[config.mk]
export PLATFORM = sky130hd
export DESIGN_NAME = swrc_sleep_wake
export DESIGN_NICKNAME = d
export VERILOG_FILES = /design/src/include/swrc_pkg.sv /design/src/hw/swrc_sync3.sv /design/src/hw/swrc_watchdog.sv /design/src/hw/swrc_sleep_wake.sv
export SDC_FILE = /design/constraint.sdc
export NUM_CORES = 1
export LEC_CHECK = 0
export ABC_CLOCK_PERIOD_IN_PS = 3000
export BUFFER_PORTS_ARGS = -buffer_cell sky130_fd_sc_hd__buf_4
export CAP_MARGIN = 40
export CORE_ASPECT_RATIO = 1.75
export CORE_UTILIZATION = 52
export DETAILED_ROUTE_END_ITERATION = 8
export GPL_TIMING_DRIVEN = 0
export PLACE_DENSITY = 0.8
export RECOVER_POWER = 50
export SLEW_MARGIN = 25
export SYNTH_ARGS = -nofsm -noshare
export SYNTH_HDL_FRONTEND = slang
export SYNTH_SLANG_ARGS = --single-unit
[constraint.sdc]
create_clock -name core_clk -period 3 [get_ports core_clk]
set_input_delay 0.15 -clock core_clk [delete_from_list [all_inputs] [get_ports core_clk]]
set_output_delay 0.15 -clock core_clk [all_outputs]
set_load 0.01 [all_outputs]
[src/include/swrc_pkg.sv]
package swrc_pkg;
	// Core clock
	localparam int unsigned CLK_PERIOD_NS      = 10;
	// Oscillator restart after a wake, before the reset hold starts
	localparam int unsigned OSC_START_NS       = 200;
	localparam int unsigned OSC_START_CYCLES   =
		(OSC_START_NS + CLK_PERIOD_NS - 1) / CLK_PERIOD_NS;
	// Minimum device reset pulse
	localparam int unsigned RESET_HOLD_NS      = 100;
	localparam int unsigned RESET_HOLD_CYCLES  =
		(RESET_HOLD_NS + CLK_PERIOD_NS - 1) / CLK_PERIOD_NS;
	// Watchdog period
	localparam int unsigned WDT_TIMEOUT_NS     = 18000000;
	localparam int unsigned WDT_TIMEOUT_CYCLES = WDT_TIMEOUT_NS / CLK_PERIOD_NS;

	// Widths
	localparam int unsigned ADDR_W             = 4;
	localparam int unsigned DATA_W             = 32;
	localparam int unsigned BE_W               = 4;
	localparam int unsigned PORT_W             = 6;
	localparam int unsigned WAKE_W             = 3;
	localparam int unsigned HOLD_W             = 8;
	localparam int unsigned WDT_W              = 24;

	// Register byte addresses
	localparam logic [ADDR_W-1:0] ADDR_STATUS   = 4'h0;
	localparam logic [ADDR_W-1:0] ADDR_CONTROL  = 4'h4;
	localparam logic [ADDR_W-1:0] ADDR_WAKE_REF = 4'h8;

	// Status fields
	localparam int unsigned STAT_PIN_WAKE_BIT  = 7;
	localparam int unsigned STAT_TIMEOUT_BIT   = 4;
	localparam int unsigned STAT_POWERDOWN_BIT = 3;
	localparam int unsigned STAT_ASLEEP_BIT    = 0;

	// Control fields
	localparam int unsigned CTRL_WDT_EN_BIT    = 0;
	localparam int unsigned CTRL_WAKE_CHG_BIT  = 1;
	localparam int unsigned CTRL_RST_PIN_BIT   = 2;
	localparam int unsigned CTRL_W             = 3;
	localparam logic [CTRL_W-1:0] CTRL_RESET    = 3'h5;

	// Flag values at power-up
	localparam logic PIN_WAKE_POR  = 1'b0;
	localparam logic TIMEOUT_POR   = 1'b1;
	localparam logic POWERDOWN_POR = 1'b1;

	// Hold counter reload values
	localparam logic [HOLD_W-1:0] OSC_START_LOAD  = HOLD_W'(OSC_START_CYCLES);
	localparam logic [HOLD_W-1:0] RESET_HOLD_LOAD = HOLD_W'(RESET_HOLD_CYCLES);

	typedef enum logic [1:0] {
		st_run,
		st_sleep,
		st_restart,
		st_reset
	} swrc_state_e;
endpackage : swrc_pkg

[src/hw/swrc_sync3.sv]
`timescale 1ns/100ps
module swrc_sync3 #(
	parameter int unsigned WIDTH = 1,
	parameter logic [WIDTH-1:0] INIT = '0
) (
	input  wire logic             core_clk,
	input  wire logic             rst,
	input  wire logic             clk_en,
	input  wire logic [WIDTH-1:0] async_in,
	output logic      [WIDTH-1:0] sync_out
);
	logic [WIDTH-1:0] stage1_reg;
	logic [WIDTH-1:0] stage2_reg;
	logic [WIDTH-1:0] stage3_reg;
	logic [WIDTH-1:0] out_reg;
	logic [WIDTH-1:0] agree;

	// Bit counts only when stages two and three match
	assign agree = ~(stage2_reg ^ stage3_reg);

	always_ff @(posedge core_clk or posedge rst) begin
		if (rst) begin
			stage1_reg <= INIT;
			stage2_reg <= INIT;
			stage3_reg <= INIT;
			out_reg    <= INIT;
		end else if (clk_en) begin
			stage1_reg <= async_in;
			stage2_reg <= stage1_reg;
			stage3_reg <= stage2_reg;
			out_reg    <= (stage2_reg & agree) | (out_reg & ~agree);
		end
	end

	assign sync_out = out_reg;
endmodule : swrc_sync3

[src/hw/swrc_watchdog.sv]
`timescale 1ns/100ps
module swrc_watchdog #(
	parameter int unsigned WIDTH = 24,
	parameter int unsigned LIMIT = 1800000
) (
	input  wire logic core_clk,
	input  wire logic rst,
	input  wire logic clk_en,
	input  wire logic enable,
	input  wire logic clear,
	output logic      expired
);
	localparam logic [WIDTH-1:0] LAST = WIDTH'(LIMIT - 1);

	logic [WIDTH-1:0] count_reg;
	logic             expired_reg;
	logic             at_last;

	assign at_last = (count_reg == LAST);

	// Counter restarts on clear, expiry or disable
	always_ff @(posedge core_clk or posedge rst) begin
		if (rst) begin
			count_reg   <= '0;
			expired_reg <= 1'b0;
		end else if (clk_en) begin
			expired_reg <= enable & ~clear & at_last;
			if (clear || !enable || at_last) begin
				count_reg <= '0;
			end else begin
				count_reg <= count_reg + 1'b1;
			end
		end
	end

	assign expired = expired_reg;
endmodule : swrc_watchdog

[src/hw/swrc_sleep_wake.sv]
`timescale 1ns/100ps
// Functional notes
// - Watchdog wake from sleep clears all three flags
// - Watchdog reset awake: clear pin-wake, timeout; keep powerdown
// - Reset-pin wake: pin-wake 0, timeout 1, powerdown 0
// - Power-up: pin-wake 0, timeout 1, powerdown 1
// - Reset-pin reset awake: clear pin-wake only
// - Pin-change wake: pin-wake 1, timeout 1, powerdown 0
// - Flags hold until a reset event or sleep entry
// - Reset-pin pulse changes flags only per encoding
// - Sleep: clear watchdog, timeout 1, powerdown 0, oscillator off
// - Pads keep their drive state during sleep
// - Watchdog reset never drives the reset pin
// - Wake on reset pin, watchdog or pin change
// - Every wake gives a device reset with cause
// - Pin-wake means wake pins changed in sleep
// - Compare against last port read; stale mismatch rewakes
// - Watchdog cleared on every wake
module swrc_sleep_wake
	import swrc_pkg::*;
#(
	parameter int unsigned WDT_LIMIT = swrc_pkg::WDT_TIMEOUT_CYCLES
) (
	input  wire logic                        core_clk,
	input  wire logic                        rst,
	input  wire logic                        clk_en,
	input  wire logic [swrc_pkg::ADDR_W-1:0] avs_address,
	input  wire logic                        avs_read,
	input  wire logic                        avs_write,
	input  wire logic [swrc_pkg::BE_W-1:0]   avs_byteenable,
	input  wire logic [swrc_pkg::DATA_W-1:0] avs_writedata,
	output logic      [swrc_pkg::DATA_W-1:0] avs_readdata,
	output logic                             avs_waitrequest,
	input  wire logic                        sleep_exec,
	input  wire logic                        port_access,
	input  wire logic                        wdt_clear,
	input  wire logic                        wake_pin_a,
	input  wire logic                        wake_pin_b,
	input  wire logic                        shared_reset_program_pin,
	input  wire logic [swrc_pkg::PORT_W-1:0] core_pad_out,
	input  wire logic [swrc_pkg::PORT_W-1:0] core_pad_oe,
	output logic      [swrc_pkg::PORT_W-1:0] pad_out,
	output logic      [swrc_pkg::PORT_W-1:0] pad_oe,
	output logic                             device_reset,
	output logic                             osc_drive_en,
	output logic                             asleep,
	output logic                             timeout_flag_n,
	output logic                             powerdown_flag_n,
	output logic                             pin_wake_flag
);
	import swrc_pkg::*;

	swrc_state_e         state_reg;
	swrc_state_e         state_next;
	logic [HOLD_W-1:0]   hold_reg;
	logic [HOLD_W-1:0]   hold_next;
	logic [CTRL_W-1:0]   ctrl_reg;
	logic [WAKE_W-1:0]   wake_ref_reg;
	logic                pin_wake_reg;
	logic                timeout_n_reg;
	logic                powerdown_n_reg;
	logic                waitreq_reg;
	logic [DATA_W-1:0]   rdata_reg;
	logic [PORT_W-1:0]   pad_out_reg;
	logic [PORT_W-1:0]   pad_oe_reg;
	logic                dev_reset_reg;
	logic                osc_en_reg;
	logic                asleep_reg;

	logic [WAKE_W-1:0]   pins_raw;
	logic [WAKE_W-1:0]   pins_sync;
	logic                wake_pin_a_s;
	logic                wake_pin_b_s;
	logic                wake_pin_c;
	logic                external_reset_pin_n;
	logic                wdt_en;
	logic                wake_chg_en;
	logic                rst_pin_en;
	logic                wdt_expired;
	logic                wdt_clr;
	logic [WAKE_W-1:0]   chg_mask;
	logic                pin_changed;

	logic                in_run;
	logic                in_sleep;
	logic                ext_rst_evt;
	logic                wdt_evt;
	logic                chg_evt;
	logic                sleep_evt;
	logic                run_rst_evt;
	logic                wake_evt;
	logic                flag_load;
	logic                pin_wake_next;
	logic                timeout_n_next;
	logic                powerdown_n_next;

	logic                bus_req;
	logic                bus_take;
	logic                bus_wr;
	logic                sel_status;
	logic                sel_control;
	logic                sel_wake_ref;
	logic [DATA_W-1:0]   status_word;
	logic [DATA_W-1:0]   control_word;
	logic [DATA_W-1:0]   wake_ref_word;
	logic [DATA_W-1:0]   read_word;

	// Pin synchronisers
	assign pins_raw = {shared_reset_program_pin, wake_pin_b, wake_pin_a};

	swrc_sync3 #(
		.WIDTH (WAKE_W),
		.INIT  ({WAKE_W{1'b1}})
	) u_pin_sync (
		.core_clk (core_clk),
		.rst      (rst),
		.clk_en   (clk_en),
		.async_in (pins_raw),
		.sync_out (pins_sync)
	);

	assign wake_pin_a_s = pins_sync[0];
	assign wake_pin_b_s = pins_sync[1];
	assign wake_pin_c   = pins_sync[2];

	// Control fields
	assign wdt_en      = ctrl_reg[CTRL_WDT_EN_BIT];
	assign wake_chg_en = ctrl_reg[CTRL_WAKE_CHG_BIT];
	assign rst_pin_en  = ctrl_reg[CTRL_RST_PIN_BIT];

	// Shared pin acts as reset input only when configured so
	assign external_reset_pin_n = wake_pin_c | ~rst_pin_en;

	// Watchdog, cleared on sleep, on wake and by the core
	assign wdt_clr = wdt_clear | sleep_evt | wake_evt | run_rst_evt;

	swrc_watchdog #(
		.WIDTH (WDT_W),
		.LIMIT (WDT_LIMIT)
	) u_watchdog (
		.core_clk (core_clk),
		.rst      (rst),
		.clk_en   (clk_en),
		.enable   (wdt_en & (in_run | in_sleep)),
		.clear    (wdt_clr),
		.expired  (wdt_expired)
	);

	// Pin change against last port read; reset pin excluded when in use
	assign chg_mask    = {~rst_pin_en, 1'b1, 1'b1};
	assign pin_changed = |(({wake_pin_c, wake_pin_b_s, wake_pin_a_s} ^ wake_ref_reg)
		& chg_mask);

	// Event decode, reset pin first, then watchdog, then pin change
	assign in_run      = (state_reg == st_run);
	assign in_sleep    = (state_reg == st_sleep);
	assign ext_rst_evt = ~external_reset_pin_n & (in_run | in_sleep);
	assign wdt_evt     = wdt_expired & ~ext_rst_evt & (in_run | in_sleep);
	assign chg_evt     = in_sleep & wake_chg_en & pin_changed & ~ext_rst_evt & ~wdt_evt;
	assign sleep_evt   = in_run & sleep_exec & ~ext_rst_evt & ~wdt_evt;
	assign run_rst_evt = in_run & (ext_rst_evt | wdt_evt);
	assign wake_evt    = in_sleep & (ext_rst_evt | wdt_evt | chg_evt);

	// Flag encoding per cause
	assign flag_load = sleep_evt | run_rst_evt | wake_evt;

	assign pin_wake_next = chg_evt ? 1'b1 :
		sleep_evt ? pin_wake_reg : 1'b0;

	assign timeout_n_next = wdt_evt ? 1'b0 :
		(in_run & ext_rst_evt) ? timeout_n_reg : 1'b1;

	assign powerdown_n_next = in_sleep ? 1'b0 :
		sleep_evt ? 1'b0 : powerdown_n_reg;

	// Sequencer
	always_comb begin
		state_next = state_reg;
		hold_next  = hold_reg;
		unique case (state_reg)
			st_run: begin
				if (run_rst_evt) begin
					state_next = st_reset;
					hold_next  = RESET_HOLD_LOAD;
				end else if (sleep_evt) begin
					state_next = st_sleep;
				end
			end
			st_sleep: begin
				// Wake restarts the oscillator before the reset is released
				if (wake_evt) begin
					state_next = st_restart;
					hold_next  = OSC_START_LOAD;
				end
			end
			st_restart: begin
				if (hold_reg == '0) begin
					state_next = st_reset;
					hold_next  = RESET_HOLD_LOAD;
				end else begin
					hold_next = hold_reg - 1'b1;
				end
			end
			st_reset: begin
				// Held while the reset pin stays low
				if (!external_reset_pin_n) begin
					hold_next = RESET_HOLD_LOAD;
				end else if (hold_reg == '0) begin
					state_next = st_run;
				end else begin
					hold_next = hold_reg - 1'b1;
				end
			end
		endcase
	end

	always_ff @(posedge core_clk or posedge rst) begin
		if (rst) begin
			state_reg <= st_reset;
			hold_reg  <= RESET_HOLD_LOAD;
		end else if (clk_en) begin
			state_reg <= state_next;
			hold_reg  <= hold_next;
		end
	end

	// Reset-cause flags
	always_ff @(posedge core_clk or posedge rst) begin
		if (rst) begin
			pin_wake_reg    <= PIN_WAKE_POR;
			timeout_n_reg   <= TIMEOUT_POR;
			powerdown_n_reg <= POWERDOWN_POR;
		end else if (clk_en && flag_load) begin
			pin_wake_reg    <= pin_wake_next;
			timeout_n_reg   <= timeout_n_next;
			powerdown_n_reg <= powerdown_n_next;
		end
	end

	// Reference levels for pin-change wake
	always_ff @(posedge core_clk or posedge rst) begin
		if (rst) begin
			wake_ref_reg <= {WAKE_W{1'b1}};
		end else if (clk_en && in_run && port_access) begin
			wake_ref_reg <= pins_sync;
		end
	end

	// Pads follow the core while running and freeze in sleep
	always_ff @(posedge core_clk or posedge rst) begin
		if (rst) begin
			pad_out_reg <= '0;
			pad_oe_reg  <= '0;
		end else if (clk_en && in_run && !sleep_evt) begin
			pad_out_reg <= core_pad_out;
			pad_oe_reg  <= core_pad_oe;
		end
	end

	// Oscillator driver, sleep marker and device reset
	always_ff @(posedge core_clk or posedge rst) begin
		if (rst) begin
			osc_en_reg    <= 1'b1;
			asleep_reg    <= 1'b0;
			dev_reset_reg <= 1'b1;
		end else if (clk_en) begin
			osc_en_reg    <= (state_next != st_sleep);
			asleep_reg    <= (state_next == st_sleep);
			dev_reset_reg <= (state_next == st_reset) || (state_next == st_restart);
		end
	end

	// Avalon slave decode
	assign bus_req      = avs_read | avs_write;
	assign bus_take     = bus_req & waitreq_reg;
	assign bus_wr       = avs_write & ~waitreq_reg;
	assign sel_status   = (avs_address == ADDR_STATUS);
	assign sel_control  = (avs_address == ADDR_CONTROL);
	assign sel_wake_ref = (avs_address == ADDR_WAKE_REF);

	assign status_word = (DATA_W'(pin_wake_reg) << STAT_PIN_WAKE_BIT)
		| (DATA_W'(timeout_n_reg) << STAT_TIMEOUT_BIT)
		| (DATA_W'(powerdown_n_reg) << STAT_POWERDOWN_BIT)
		| (DATA_W'(asleep_reg) << STAT_ASLEEP_BIT);
	assign control_word  = DATA_W'(ctrl_reg);
	assign wake_ref_word = DATA_W'(wake_ref_reg);

	assign read_word = sel_status   ? status_word :
		sel_control  ? control_word :
		sel_wake_ref ? wake_ref_word : '0;

	// One wait cycle, then a single-cycle answer
	always_ff @(posedge core_clk or posedge rst) begin
		if (rst) begin
			waitreq_reg <= 1'b1;
			rdata_reg   <= '0;
		end else if (clk_en) begin
			waitreq_reg <= ~bus_take;
			if (bus_take && avs_read) begin
				rdata_reg <= read_word;
			end
		end
	end

	// Control register, low byte lane
	always_ff @(posedge core_clk or posedge rst) begin
		if (rst) begin
			ctrl_reg <= CTRL_RESET;
		end else if (clk_en && bus_wr && sel_control && avs_byteenable[0]) begin
			ctrl_reg <= avs_writedata[CTRL_W-1:0];
		end
	end

	// No output ever drives the reset pin; it is sensed only
	assign avs_readdata     = rdata_reg;
	assign avs_waitrequest  = waitreq_reg;
	assign pad_out          = pad_out_reg;
	assign pad_oe           = pad_oe_reg;
	assign device_reset     = dev_reset_reg;
	assign osc_drive_en     = osc_en_reg;
	assign asleep           = asleep_reg;
	assign timeout_flag_n   = timeout_n_reg;
	assign powerdown_flag_n = powerdown_n_reg;
	assign pin_wake_flag    = pin_wake_reg;
endmodule : swrc_sleep_wake

==> impl_metrics.json, run 1 <==
{
  "run_status": "finished, violations left",
  "violations": "capacitance limit, slew limit",
  "yosys_warnings": 0,
  "area.growth.synth_to_final_pct": 22.1,
  "worst_hold_margin_ns": 0.0348,
  "clk-insertion-delay-late_ns": 0.34,
  "clock-root-buffer": "sky130_fd_sc_hd__clkbuf_16",
  "largest_reg_flops": 24,
  "synthCells": 396,
  "report.final.hold_viol_count": 0,
  "synth_top_area_share_pct": 32.0,
  "grt_antenna_before_repair": 0,
  "die-width_um": 68.9,
  "detailedPlacementHpwl_mm": 6.49,
  "report.final.slew_viol_count": 33,
  "comb_power_share_pct": 28.1,
  "ys_seq_elements": 78,
  "detailedRoute.firstIterationViolations": 277,
  "fp.dieArea_um2": 8200,
  "sw_frac_of_total_pct": 32.0,
  "total_switching_power_mw": 1.22,
  "pwr-share-seq_pct": 40.8,
  "first_global_vias": 3169,
  "buffer_depth_of_the_longest_clock_path": 2,
  "fmaxAchievable_mhz": 424,
  "clk_pin_slew_ns": 0.06,
  "avg_cell_area_syn_um2": 10.3,
  "synthTopCellsByArea": "sky130_fd_sc_hd__dfrtp_1 32%, sky130_fd_sc_hd__dfstp_2 17%, sky130_fd_sc_hd__mux2_2 6.9%",
  "finalCoreUtilization_pct": 65.7,
  "buffer_ports.inserted": 54,
  "max_slew.worst_pin.slew_ns": 1.51,
  "route.detailed.vias_per_inst": 5.56,
  "post-route-cell-area_um2": 4970,
  "setup.worst_path.end_class": "flip-flop",
  "place.gp.congestion": 0.844,
  "starting_density_pct": 53.8,
  "worstHoldPathType": "in2reg",
  "yosysMostFrequentCell": "sky130_fd_sc_hd__dfrtp_1",
  "tritoncts": "done",
  "syn-cell-area_um2": 4070,
  "finalCriticalPeriod_ns": 2.36,
  "final_min_period_over_clock_period_pct": 78.6,
  "slew_headroom_pct": -1.09,
  "finalSetupTns_ns": 0,
  "synth-main-ff-cell": "sky130_fd_sc_hd__dfrtp_1",
  "cts_made_buffers": 9,
  "setup_violations": 0,
  "synth_enable_flop_cells": 0,
  "finalNetCount": 555,
  "critical_path_required_ns": 3.23,
  "cellInternalPower_mw": 2.60,
  "critical_path_class": "reg2reg",
  "firstDrtPassIters": 4,
  "power_density_nw_per_um2": 768,
  "worst_clock_skew_ns": 0.00729,
  "grt_first_pass_wirelength_mm": 14.5,
  "final_layout_size_suffix_gt1_share_pct": 29.8,
  "synth_top_cells_by_count": "52 x sky130_fd_sc_hd__dfrtp_1, 33 x sky130_fd_sc_hd__nor2_1, 27 x sky130_fd_sc_hd__buf_4, 26 x sky130_fd_sc_hd__dfstp_2, 25 x sky130_fd_sc_hd__mux2_2",
  "postCtsResizedCells": 0,
  "post-cts-setup-buffer-count": 0,
  "routed_wl_mm": 8.93,
  "grt_start_max_net_pins": 47,
  "rows": 42,
  "postRouteAntennaNets": 0,
  "route.vias.total": 3235,
  "drc_errors": 0,
  "top_cell_type_by_total_area_after_synthesis": "sky130_fd_sc_hd__dfrtp_1",
  "timing.critical_path.from_type": "flip-flop",
  "report.power.total_mw": 3.82,
  "static-leakage-power_nw": 2.20,
  "cts-hold-fix-buffers": 1,
  "grt_remaining_overflow": 0,
  "sequential_share_of_the_synthesized_area_pct": 48.7,
  "vdd_ir_drop_max_uv": 519,
  "avgRoutedWirePerCell_um": 15.3,
  "clock-sinks": 78,
  "track_usage_pct": 23.9,
  "antennaDiodeCount": 0,
  "rsz_0062_raised_after_global_routing": "false",
  "placeableCoreArea_um2": 7570,
  "async_flop_share_pct": 100,
  "clockPowerShare_pct": 31.1,
  "ctsHtreeMaxLevel": 3,
  "placedInstanceArea_um2": 4710,
  "max_cap_viol_count": 1,
  "timing.critical_path.arrival_ns": 2.59,
  "timing.critical_path.fanout_max": 10,
  "die_height_um": 119,
  "top_level_ports": 114,
  "synth_cell_type_count": 63
}
final timing paths:
| kind | start | end | slack [ns] | cells after the start |
|---|---|---|---|---|
| max in group asynchronous | rst | u_pin_sync.stage1_reg[0] | 1.43 | 4 |
| setup / recovery | ctrl_reg[2] | pad_oe[3] | 0.64 | 5 |
| setup reg to reg | ctrl_reg[2] | pad_oe[3] | 0.64 | 5 |
| hold / removal | core_pad_oe[2] | pad_oe[2] | 0.03 | 2 |
| min in group asynchronous | rst | pad_out[5] | 0.72 | 3 |
| hold reg to reg | device_reset | device_reset | 0.47 | 2 |
placed cells by master, fill, tap and decap left out, types with 5 or more instances in the layout:
master                      count
sky130_fd_sc_hd__buf_4         60
sky130_fd_sc_hd__dfrtp_1       52
sky130_fd_sc_hd__nor2_1        33
sky130_fd_sc_hd__clkbuf_1      27
sky130_fd_sc_hd__dfstp_2       26
sky130_fd_sc_hd__conb_1        26
sky130_fd_sc_hd__mux2_2        25
sky130_fd_sc_hd__nand2_1       23
sky130_fd_sc_hd__o21ai_0       22
sky130_fd_sc_hd__inv_1         20
sky130_fd_sc_hd__nand3_1       16
sky130_fd_sc_hd__nor3_1        13
sky130_fd_sc_hd__a21oi_1       10
sky130_fd_sc_hd__xnor2_1       10
sky130_fd_sc_hd__xor2_1        10
sky130_fd_sc_hd__clkbuf_16      9
sky130_fd_sc_hd__nand4_1        8
sky130_fd_sc_hd__a31oi_1        6
sky130_fd_sc_hd__and3_1         6
sky130_fd_sc_hd__nor4_1         6
sky130_fd_sc_hd__a22o_1         5
power by group through the flow:
stage                     Clock [mW]  Combinational, mW  Sequential, mW
after floorplan                    0              0.727            1.58
after global placement             0               1.11            1.56
after detailed placement           0               1.15            1.57
final                           1.19               1.07            1.56
after CTS                       1.20               1.15            1.56
after global routing            1.25               1.18            1.59
worst max-delay path, stage by stage, from the launching register on:
cell and delay, ns:
sky130_fd_sc_hd__dfstp_2 0.58, sky130_fd_sc_hd__and2b_2 0.24, sky130_fd_sc_hd__nor2_1 0.10, sky130_fd_sc_hd__a211oi_1 0.60, sky130_fd_sc_hd__buf_2 0.36, sky130_fd_sc_hd__mux2_2 0.37
routing by layer:
layer | up-vias | wire length (µm) | track usage [%]
met3 | 24 | 400 | 5.27
met4 | 0 | 286 | 12.5
met2 | 100 | 4930 | 41.4
met1 | 1562 | 3310 | 25.6
met5 | - | 0 | 0
li1 | 1549 | - | -
area by class of cell:
cell class / instances / area, µm²
plain buffers: 40 / 272
clock buffers: 10 / 229
clock inverters: 6 / 93.8
fillers: 630 / 2590
inverters: 22 / 83.8
multi-input cells: 281 / 1830
flip-flops and latches: 78 / 1980
well taps: 88 / 110
repair buffers: 57 / 373
cells by family (layout without fill, tap and decap cells):
family	count (synthesis)	after routing	synth area share (%)
xor gates and xnor gates	20	20	4.30
other	1	26	0.0921
AOI/OAI and AO/OA	72	72	12.5
adders and majority gates	3	3	0.922
DFF	78	78	48.7
muxes	28	28	7.65
and+or+nand+nor	132	132	17.1
buffers and inverters	62	135	8.69
per-stage QoR:
step | cells | worst slack [ns]
after floorplan | 421 | 0.898
after global placement | 563 | -0.0175
after detailed placement | 564 | 0.660
after CTS | 581 | 0.639
after global routing | 582 | 0.562
final | 582 | 0.642
Power figures use the tool's default switching activity.
==> inputs of run 2 (changes only) <==
Settings changed: ABC_AREA set to 1, ABC_CLOCK_PERIOD_IN_PS 3000 to 2000, CORE_UTILIZATION 52 to 48, PLACE_DENSITY 0.8 to 0.77.
Clock period 3 ns to 2 ns, I/O delays scaled along.
==> run 2 against run 1 <==
The flow now finishes without violations. Maximum frequency increased by 27%. Combinational power increased by 37%. Routed wire length increased by 3.9%. Final area increased by 6.2%. Area after synthesis increased by 2.9%. Via count increased by 11%.
==> impl_metrics.json, run 2 <==
{
  "route.vias.total": 3605,
  "antennaDiodeCount": 0,
  "syn-cell-area_um2": 4190,
  "report.power.total_mw": 5.55,
  "r2r_setup_slack_ns": 0.15,
  "route.detailed.vias_per_inst": 4.90,
  "firstDrtPassIters": 4,
  "postRouteAntennaNets": 0,
  "worstHoldPathType": "in2reg",
  "synth_top_area_share_pct": 31.1,
  "detailedRoute.firstIterationViolations": 215,
  "vdd_ir_drop_max_uv": 701,
  "power_density_nw_per_um2": 1050,
  "cts_made_buffers": 9,
  "yosys_warnings": 0,
  "avgRoutedWirePerCell_um": 12.6,
  "clk-insertion-delay-late_ns": 0.34,
  "finalNetCount": 681,
  "grt_first_pass_wirelength_mm": 15.9,
  "ys_seq_elements": 78,
  "path_cells": "inv_2, nand2_2, nand2_1, inv_1, nand2_1, inv_1, nand2_1, nand2_2, buf_6, mux2_2",
  "timing.critical_path.from_type": "flip-flop",
  "sequential_share_of_the_synthesized_area_pct": 47.4,
  "layout.cells.most_common_list": "121 x sky130_fd_sc_hd__nand2_1, 60 x sky130_fd_sc_hd__buf_4, 54 x sky130_fd_sc_hd__nor2_1",
  "grt_remaining_overflow": 0,
  "static-leakage-power_nw": 2.55,
  "drc_errors": 0,
  "final_min_period_over_clock_period_pct": 92.5,
  "final_layout_size_suffix_gt1_share_pct": 23.9,
  "tritoncts": "done",
  "top_cell_type_by_total_area_after_synthesis": "sky130_fd_sc_hd__dfrtp_1",
  "buffer_depth_of_the_longest_clock_path": 2,
  "detailedPlacementHpwl_mm": 6.82,
  "clock-root-buffer": "sky130_fd_sc_hd__clkbuf_16",
  "die_height_um": 126,
  "fp.dieArea_um2": 9120,
  "max_slew.worst_pin.slew_ns": 1.41,
  "synth-main-ff-cell": "sky130_fd_sc_hd__dfrtp_1",
  "yosysMostFrequentCell": "sky130_fd_sc_hd__nand2_1",
  "starting_density_pct": 50.1,
  "ctsHtreeMaxLevel": 3,
  "mostFrequentLayoutCell": "sky130_fd_sc_hd__nand2_1",
  "top_level_ports": 114,
  "synth_enable_flop_cells": 0,
  "place.gp.congestion": 0.845,
  "placedCellCount": 704,
  "max_cap_viol_count": 0,
  "report.final.slew_viol_count": 0,
  "placeableCoreArea_um2": 8370,
  "rows": 44,
  "area.growth.synth_to_final_pct": 26.0,
  "worst_clock_skew_ns": 0.00499,
  "setup.worst_path.end_class": "flip-flop",
  "clock-sinks": 78,
  "synthTopCellsByArea": "sky130_fd_sc_hd__dfrtp_1 31%, sky130_fd_sc_hd__dfstp_2 16%, sky130_fd_sc_hd__nand2_1 11%",
  "synth_cell_type_count": 38,
  "timing.critical_path.arrival_ns": 2.07,
  "setup_violations": 0,
  "timing.critical_path.mode_cell": "sky130_fd_sc_hd__nand2_1",
  "rsz_0062_raised_after_global_routing": "false",
  "critical_path.max_stage_delay_ns": 0.54,
  "synthCells": 508,
  "finalCriticalPeriod_ns": 1.85,
  "avg_cell_area_syn_um2": 8.25,
  "track_usage_pct": 22.7,
  "timing.critical_path.fanout_max": 10,
  "fmaxAchievable_mhz": 540,
  "synth_top_cells_by_count": "122 x sky130_fd_sc_hd__nand2_1, 54 x sky130_fd_sc_hd__inv_1, 54 x sky130_fd_sc_hd__nor2_1, 52 x sky130_fd_sc_hd__dfrtp_1, 34 x sky130_fd_sc_hd__o21ai_0",
  "critical_path_buf_inv_count": 4,
  "async_flop_share_pct": 100,
  "critical_path_class": "reg2reg",
  "run_status": "complete, no violations",
  "crit_path_top_delay_cell": "sky130_fd_sc_hd__dfstp_2",
  "final-instance-count-excl-fill": 735,
  "buffer_ports.inserted": 54,
  "largest_reg_flops": 24,
  "critical-path-top-delay-family": "flip-flops",
  "min_from": "core_pad_oe[3]",
  "critical_path_required_ns": 2.22,
  "die-width_um": 72.6,
  "first_global_vias": 3652,
  "report.final.hold_viol_count": 0,
  "finalSetupTns_ns": 0,
  "grt_antenna_before_repair": 0,
  "clk_pin_slew_ns": 0.06,
  "routed_wl_mm": 9.27,
  "grt_start_max_net_pins": 31,
  "slew_headroom_pct": 5.50
}
## run 2: cell count changes in the layout (fill, tap and decap cells not counted), sizes merged, moves of 6 or more
cell	change
nor2	+35
o21ai	+15
nand3	+14
and3	-6
xor2	+6
a31oi	-6
mux2	-13
dlygate4sd3	+14
inv	+35
xnor2	-7
nand2	+102
## run 2: power breakdown
| part | leakage (nW) | switching (mW) | internal [mW] | total [mW] |
|---|---|---|---|---|
| sequential | 0.961 | 0.237 | 1.99 | 2.23 |
| combinational | 1.42 | 0.868 | 0.605 | 1.47 |
| clock | 0.165 | 0.637 | 1.21 | 1.85 |
| total | 2.55 | 1.74 | 3.81 | 5.55 |
## run 2: path summary, 6_finish.rpt
check,end,cells after the start
hold reg to reg,u_pin_sync.stage1_reg[2],2
min in group asynchronous,avs_readdata[4],3
setup / recovery,pad_oe[5],10
max in group asynchronous,avs_waitrequest,4
hold / removal,pad_oe[3],2
setup reg to reg,pad_oe[5],10
## run 2: area by class of cell
cell class	instances	area (µm²)
Fill cell	772	3090
Sequential cell	78	1980
Multi-Input combinational cell	361	1810
Timing Repair Buffer	71	512
Buffer	35	269
Clock buffer	9	225
Inverter	59	223
Tap cell	115	144
Clock inverter	7	113
## run 2: logic make-up after synthesis
| logic type | Yosys count | synth area share (%) |
|---|---|---|
| flops | 78 | 47.4 |
| xor+xnor | 19 | 3.97 |
| simple gates | 245 | 25.6 |
| fa+ha+maj | 3 | 0.896 |
| compound gates | 56 | 7.20 |
| other cells | 1 | 0.0895 |
| mux | 12 | 3.22 |
| buf+inv | 94 | 11.7 |
## run 2: layer usage
metal  up-vias  GRT usage (%)  routed length [µm]
met5         -              0                   0
met4         0           11.8                 290
met3        26           4.27                 412
met2       111           39.5                5010
met1      1701           25.8                3560
li1       1767              -                   -
## run 2: stage by stage
step           hold WS (ns)  utilization, %  instance area, µm²  setup WS, ns
6_report            0.00310            63.1                5280         0.150
5_1_grt             0.00388            63.1                5280        0.0374
4_1_cts            0.000406            64.2                5370        0.0942
3_5_place_dp          0.257            58.4                4880         0.106
3_3_place_gp          0.308            57.8                4840         0.158
2_1_floorplan         0.196               -                4290         0.345
## run 2: repair_timing
item,CTS,global route
hold endpoints to repair,27,0
gates resized for setup,0,1
hold buffers,15,0
endpoints found under the setup margin,0,9
buffers inserted,0,0
==> inputs of run 3 (changes only) <==
==> constraint.sdc (replaced) <==
create_clock -name core_clk -period 2 [get_ports core_clk]
set_input_delay 0.1 -clock core_clk [delete_from_list [all_inputs] [get_ports core_clk]]
set_output_delay 0.1 -clock core_clk [all_outputs]
set_load 0.005 [all_outputs]
==> run 3 against run 2 <==
Setup slack got worse by 0.0040 ns. Combinational power barely moved. Power rose by 0.34%. Routed wire length fell by 0.55%. First-iteration DRC count rose by 11%. Non-clock buffer count did not move. Register-to-register slack barely moved. Sequential cell count did not move. Maximum frequency fell by 0.22%. Clock power barely moved. Critical path type unchanged.
==> impl_metrics.json, run 3 (synthesis results as in run 2) <==
{
  "finalCriticalPeriod_ns": 1.85,
  "layout.cells.most_common_list": "121 x sky130_fd_sc_hd__nand2_1, 60 x sky130_fd_sc_hd__buf_4, 54 x sky130_fd_sc_hd__nor2_1",
  "placeableCoreArea_um2": 8370,
  "worst_clock_skew_ns": 0.00576,
  "detailedPlacementHpwl_mm": 6.82,
  "buffer_depth_of_the_longest_clock_path": 2,
  "worstHoldEndpoint": "pad_oe[3]",
  "pwr-share-seq_pct": 39.9,
  "buffer_ports.inserted": 54,
  "min_from": "core_pad_oe[3]",
  "finalNetCount": 681,
  "clk_pin_slew_ns": 0.06,
  "grt_antenna_before_repair": 0,
  "clk-insertion-delay-late_ns": 0.34,
  "crit_path_top_delay_cell": "sky130_fd_sc_hd__dfstp_2",
  "critical_path_required_ns": 2.22,
  "setup.worst_path.end_class": "flip-flop",
  "placedCellCount": 704,
  "grt_start_max_net_pins": 31,
  "place.gp.congestion": 0.845,
  "static-leakage-power_nw": 2.62,
  "critical_path_class": "reg2reg",
  "rsz_0062_raised_after_global_routing": "false",
  "reg2reg_depth": 10,
  "worst_hold_path.num_cells": 2,
  "fillCellCount": 748,
  "r2r_setup_slack_ns": 0.15,
  "report.power.total_mw": 5.57,
  "ctsHtreeMaxLevel": 3,
  "die_height_um": 126,
  "timing.critical_path.from_type": "flip-flop",
  "timing.critical_path.mode_cell": "sky130_fd_sc_hd__nand2_1",
  "report.final.hold_viol_count": 0,
  "critical-path-top-delay-family": "flip-flops",
  "mostFrequentLayoutCell": "sky130_fd_sc_hd__nand2_1",
  "postRouteAntennaNets": 0,
  "sw_frac_of_total_pct": 30.0,
  "finalSetupTns_ns": 0,
  "path_cells": "inv_2, nand2_2, nand2_1, inv_1, nand2_1, inv_1, nand2_1, nand2_2, buf_6, mux2_2",
  "first_global_vias": 3652,
  "critical_path_buf_inv_count": 4,
  "dp_slack_ns": 0.106,
  "area.growth.synth_to_final_pct": 27.9,
  "power_density_nw_per_um2": 1040,
  "routed_wl_mm": 9.22,
  "route.vias.total": 3584,
  "worst_slack_ns": 0.146,
  "total_switching_power_mw": 1.67,
  "run_status": "complete, no violations",
  "timing.critical_path.fanout_max": 10,
  "die-width_um": 72.6,
  "starting_density_pct": 50.1,
  "track_usage_pct": 22.7,
  "critical_path.max_stage_delay_ns": 0.54,
  "firstDrtPassIters": 4,
  "clock-sinks": 78,
  "r2r-end": "pad_oe[5]",
  "worstHoldPathType": "in2reg",
  "final_layout_size_suffix_gt1_share_pct": 26.9,
  "largest_reg_flops": 24,
  "antennaDiodeCount": 0,
  "comb_power_share_pct": 26.9,
  "final-instance-count-excl-fill": 735,
  "cts_made_buffers": 9,
  "fmaxAchievable_mhz": 539,
  "vdd_ir_drop_max_uv": 709,
  "report.final.slew_viol_count": 0,
  "tritoncts": "done",
  "cellInternalPower_mw": 3.90,
  "post-cts-setup-buffer-count": 0,
  "detailedRoute.firstIterationViolations": 238,
  "max_cap_viol_count": 0,
  "grt_first_pass_wirelength_mm": 15.9,
  "timing.critical_path.arrival_ns": 2.08,
  "setup_violations": 0,
  "slew_headroom_pct": 6.73,
  "rows": 44,
  "avgRoutedWirePerCell_um": 12.5,
  "clockPowerShare_pct": 33.2,
  "final_min_period_over_clock_period_pct": 92.7,
  "fp.dieArea_um2": 9120,
  "finalCoreUtilization_pct": 64.1,
  "route.detailed.vias_per_inst": 4.88,
  "top_level_ports": 114,
  "drc_errors": 0,
  "grt_remaining_overflow": 0,
  "clock-root-buffer": "sky130_fd_sc_hd__clkbuf_16",
  "max_slew.worst_pin.slew_ns": 1.39
}
-- run 3: cell types whose count changed in the layout (fill, tap and decap cells not counted) --
cell and change:
sky130_fd_sc_hd__clkbuf_4 +21, sky130_fd_sc_hd__clkbuf_1 -21, sky130_fd_sc_hd__dfstp_1 +2, sky130_fd_sc_hd__dfstp_2 -2
-- run 3: cell type report --
type	instances	area [µm²]	share of cell area, %
multi-input combinational	361	1810	33.8
inverter	59	223	4.16
buffer	35	269	5.02
clock buffer	9	225	4.20
timing repair buffer	71	591	11.0
clock inverter	7	113	2.10
tap	115	144	2.68
sequential	78	1980	37.0
-- run 3: timing repair --
action | 4_1_cts | 5_1_grt
gates resized for setup | 0 | 1
hold endpoints to repair | 27 | 0
setup endpoints to repair | 0 | 9
hold buffers | 15 | 0
-- run 3: worst reg2reg max path, stage by stage, from the launching register on --
cell and delay (ns):
sky130_fd_sc_hd__dfstp_2 0.54, sky130_fd_sc_hd__inv_2 0.05, sky130_fd_sc_hd__nand2_2 0.11, sky130_fd_sc_hd__nand2_1 0.09, sky130_fd_sc_hd__inv_1 0.08, sky130_fd_sc_hd__nand2_1 0.06
sky130_fd_sc_hd__inv_1 0.07, sky130_fd_sc_hd__nand2_1 0.10, sky130_fd_sc_hd__nand2_2 0.13, sky130_fd_sc_hd__buf_6 0.16, sky130_fd_sc_hd__mux2_2 0.35
-- run 3: worst max-delay path by stage --
stage	to	depth (start not counted)	slack, ns	startpoint
floorplan	pad_oe[0]	10	0.34	flip-flop
global placement	pad_oe[1]	10	0.16	flip-flop
detailed placement	pad_oe[3]	10	0.11	flip-flop
CTS	pad_oe[3]	10	0.09	flip-flop
global route	avs_waitrequest	4	0.04	rst
finish	pad_oe[5]	10	0.15	flip-flop
-- run 3: through the flow --
stage | area, µm² | hold slack (ns)
final | 5360 | 0.00204
after global routing | 5360 | 0.00388
after CTS | 5370 | 0.000406
after detailed placement | 4880 | 0.257
after global placement | 4840 | 0.308
after floorplan | 4290 | 0.196
-- run 3: power groups by stage --
stage	Sequential (mW)	Clock [mW]	Combinational, mW
finish	2.22	1.85	1.50
global placement	2.23	0	1.43
detailed placement	2.25	0	1.49
CTS	2.23	1.88	1.52
global route	2.27	1.96	1.69
floorplan	2.22	0	0.945
-- run 3: layer usage --
| layer | track usage [%] | wire length, µm | share of wire, % |
|---|---|---|---|
| met1 | 25.8 | 3620 | 39 |
| met3 | 4.27 | 354 | 3.8 |
| met4 | 11.8 | 303 | 3.3 |
| met5 | 0 | 0 | 0 |
| met2 | 39.5 | 4950 | 54 |
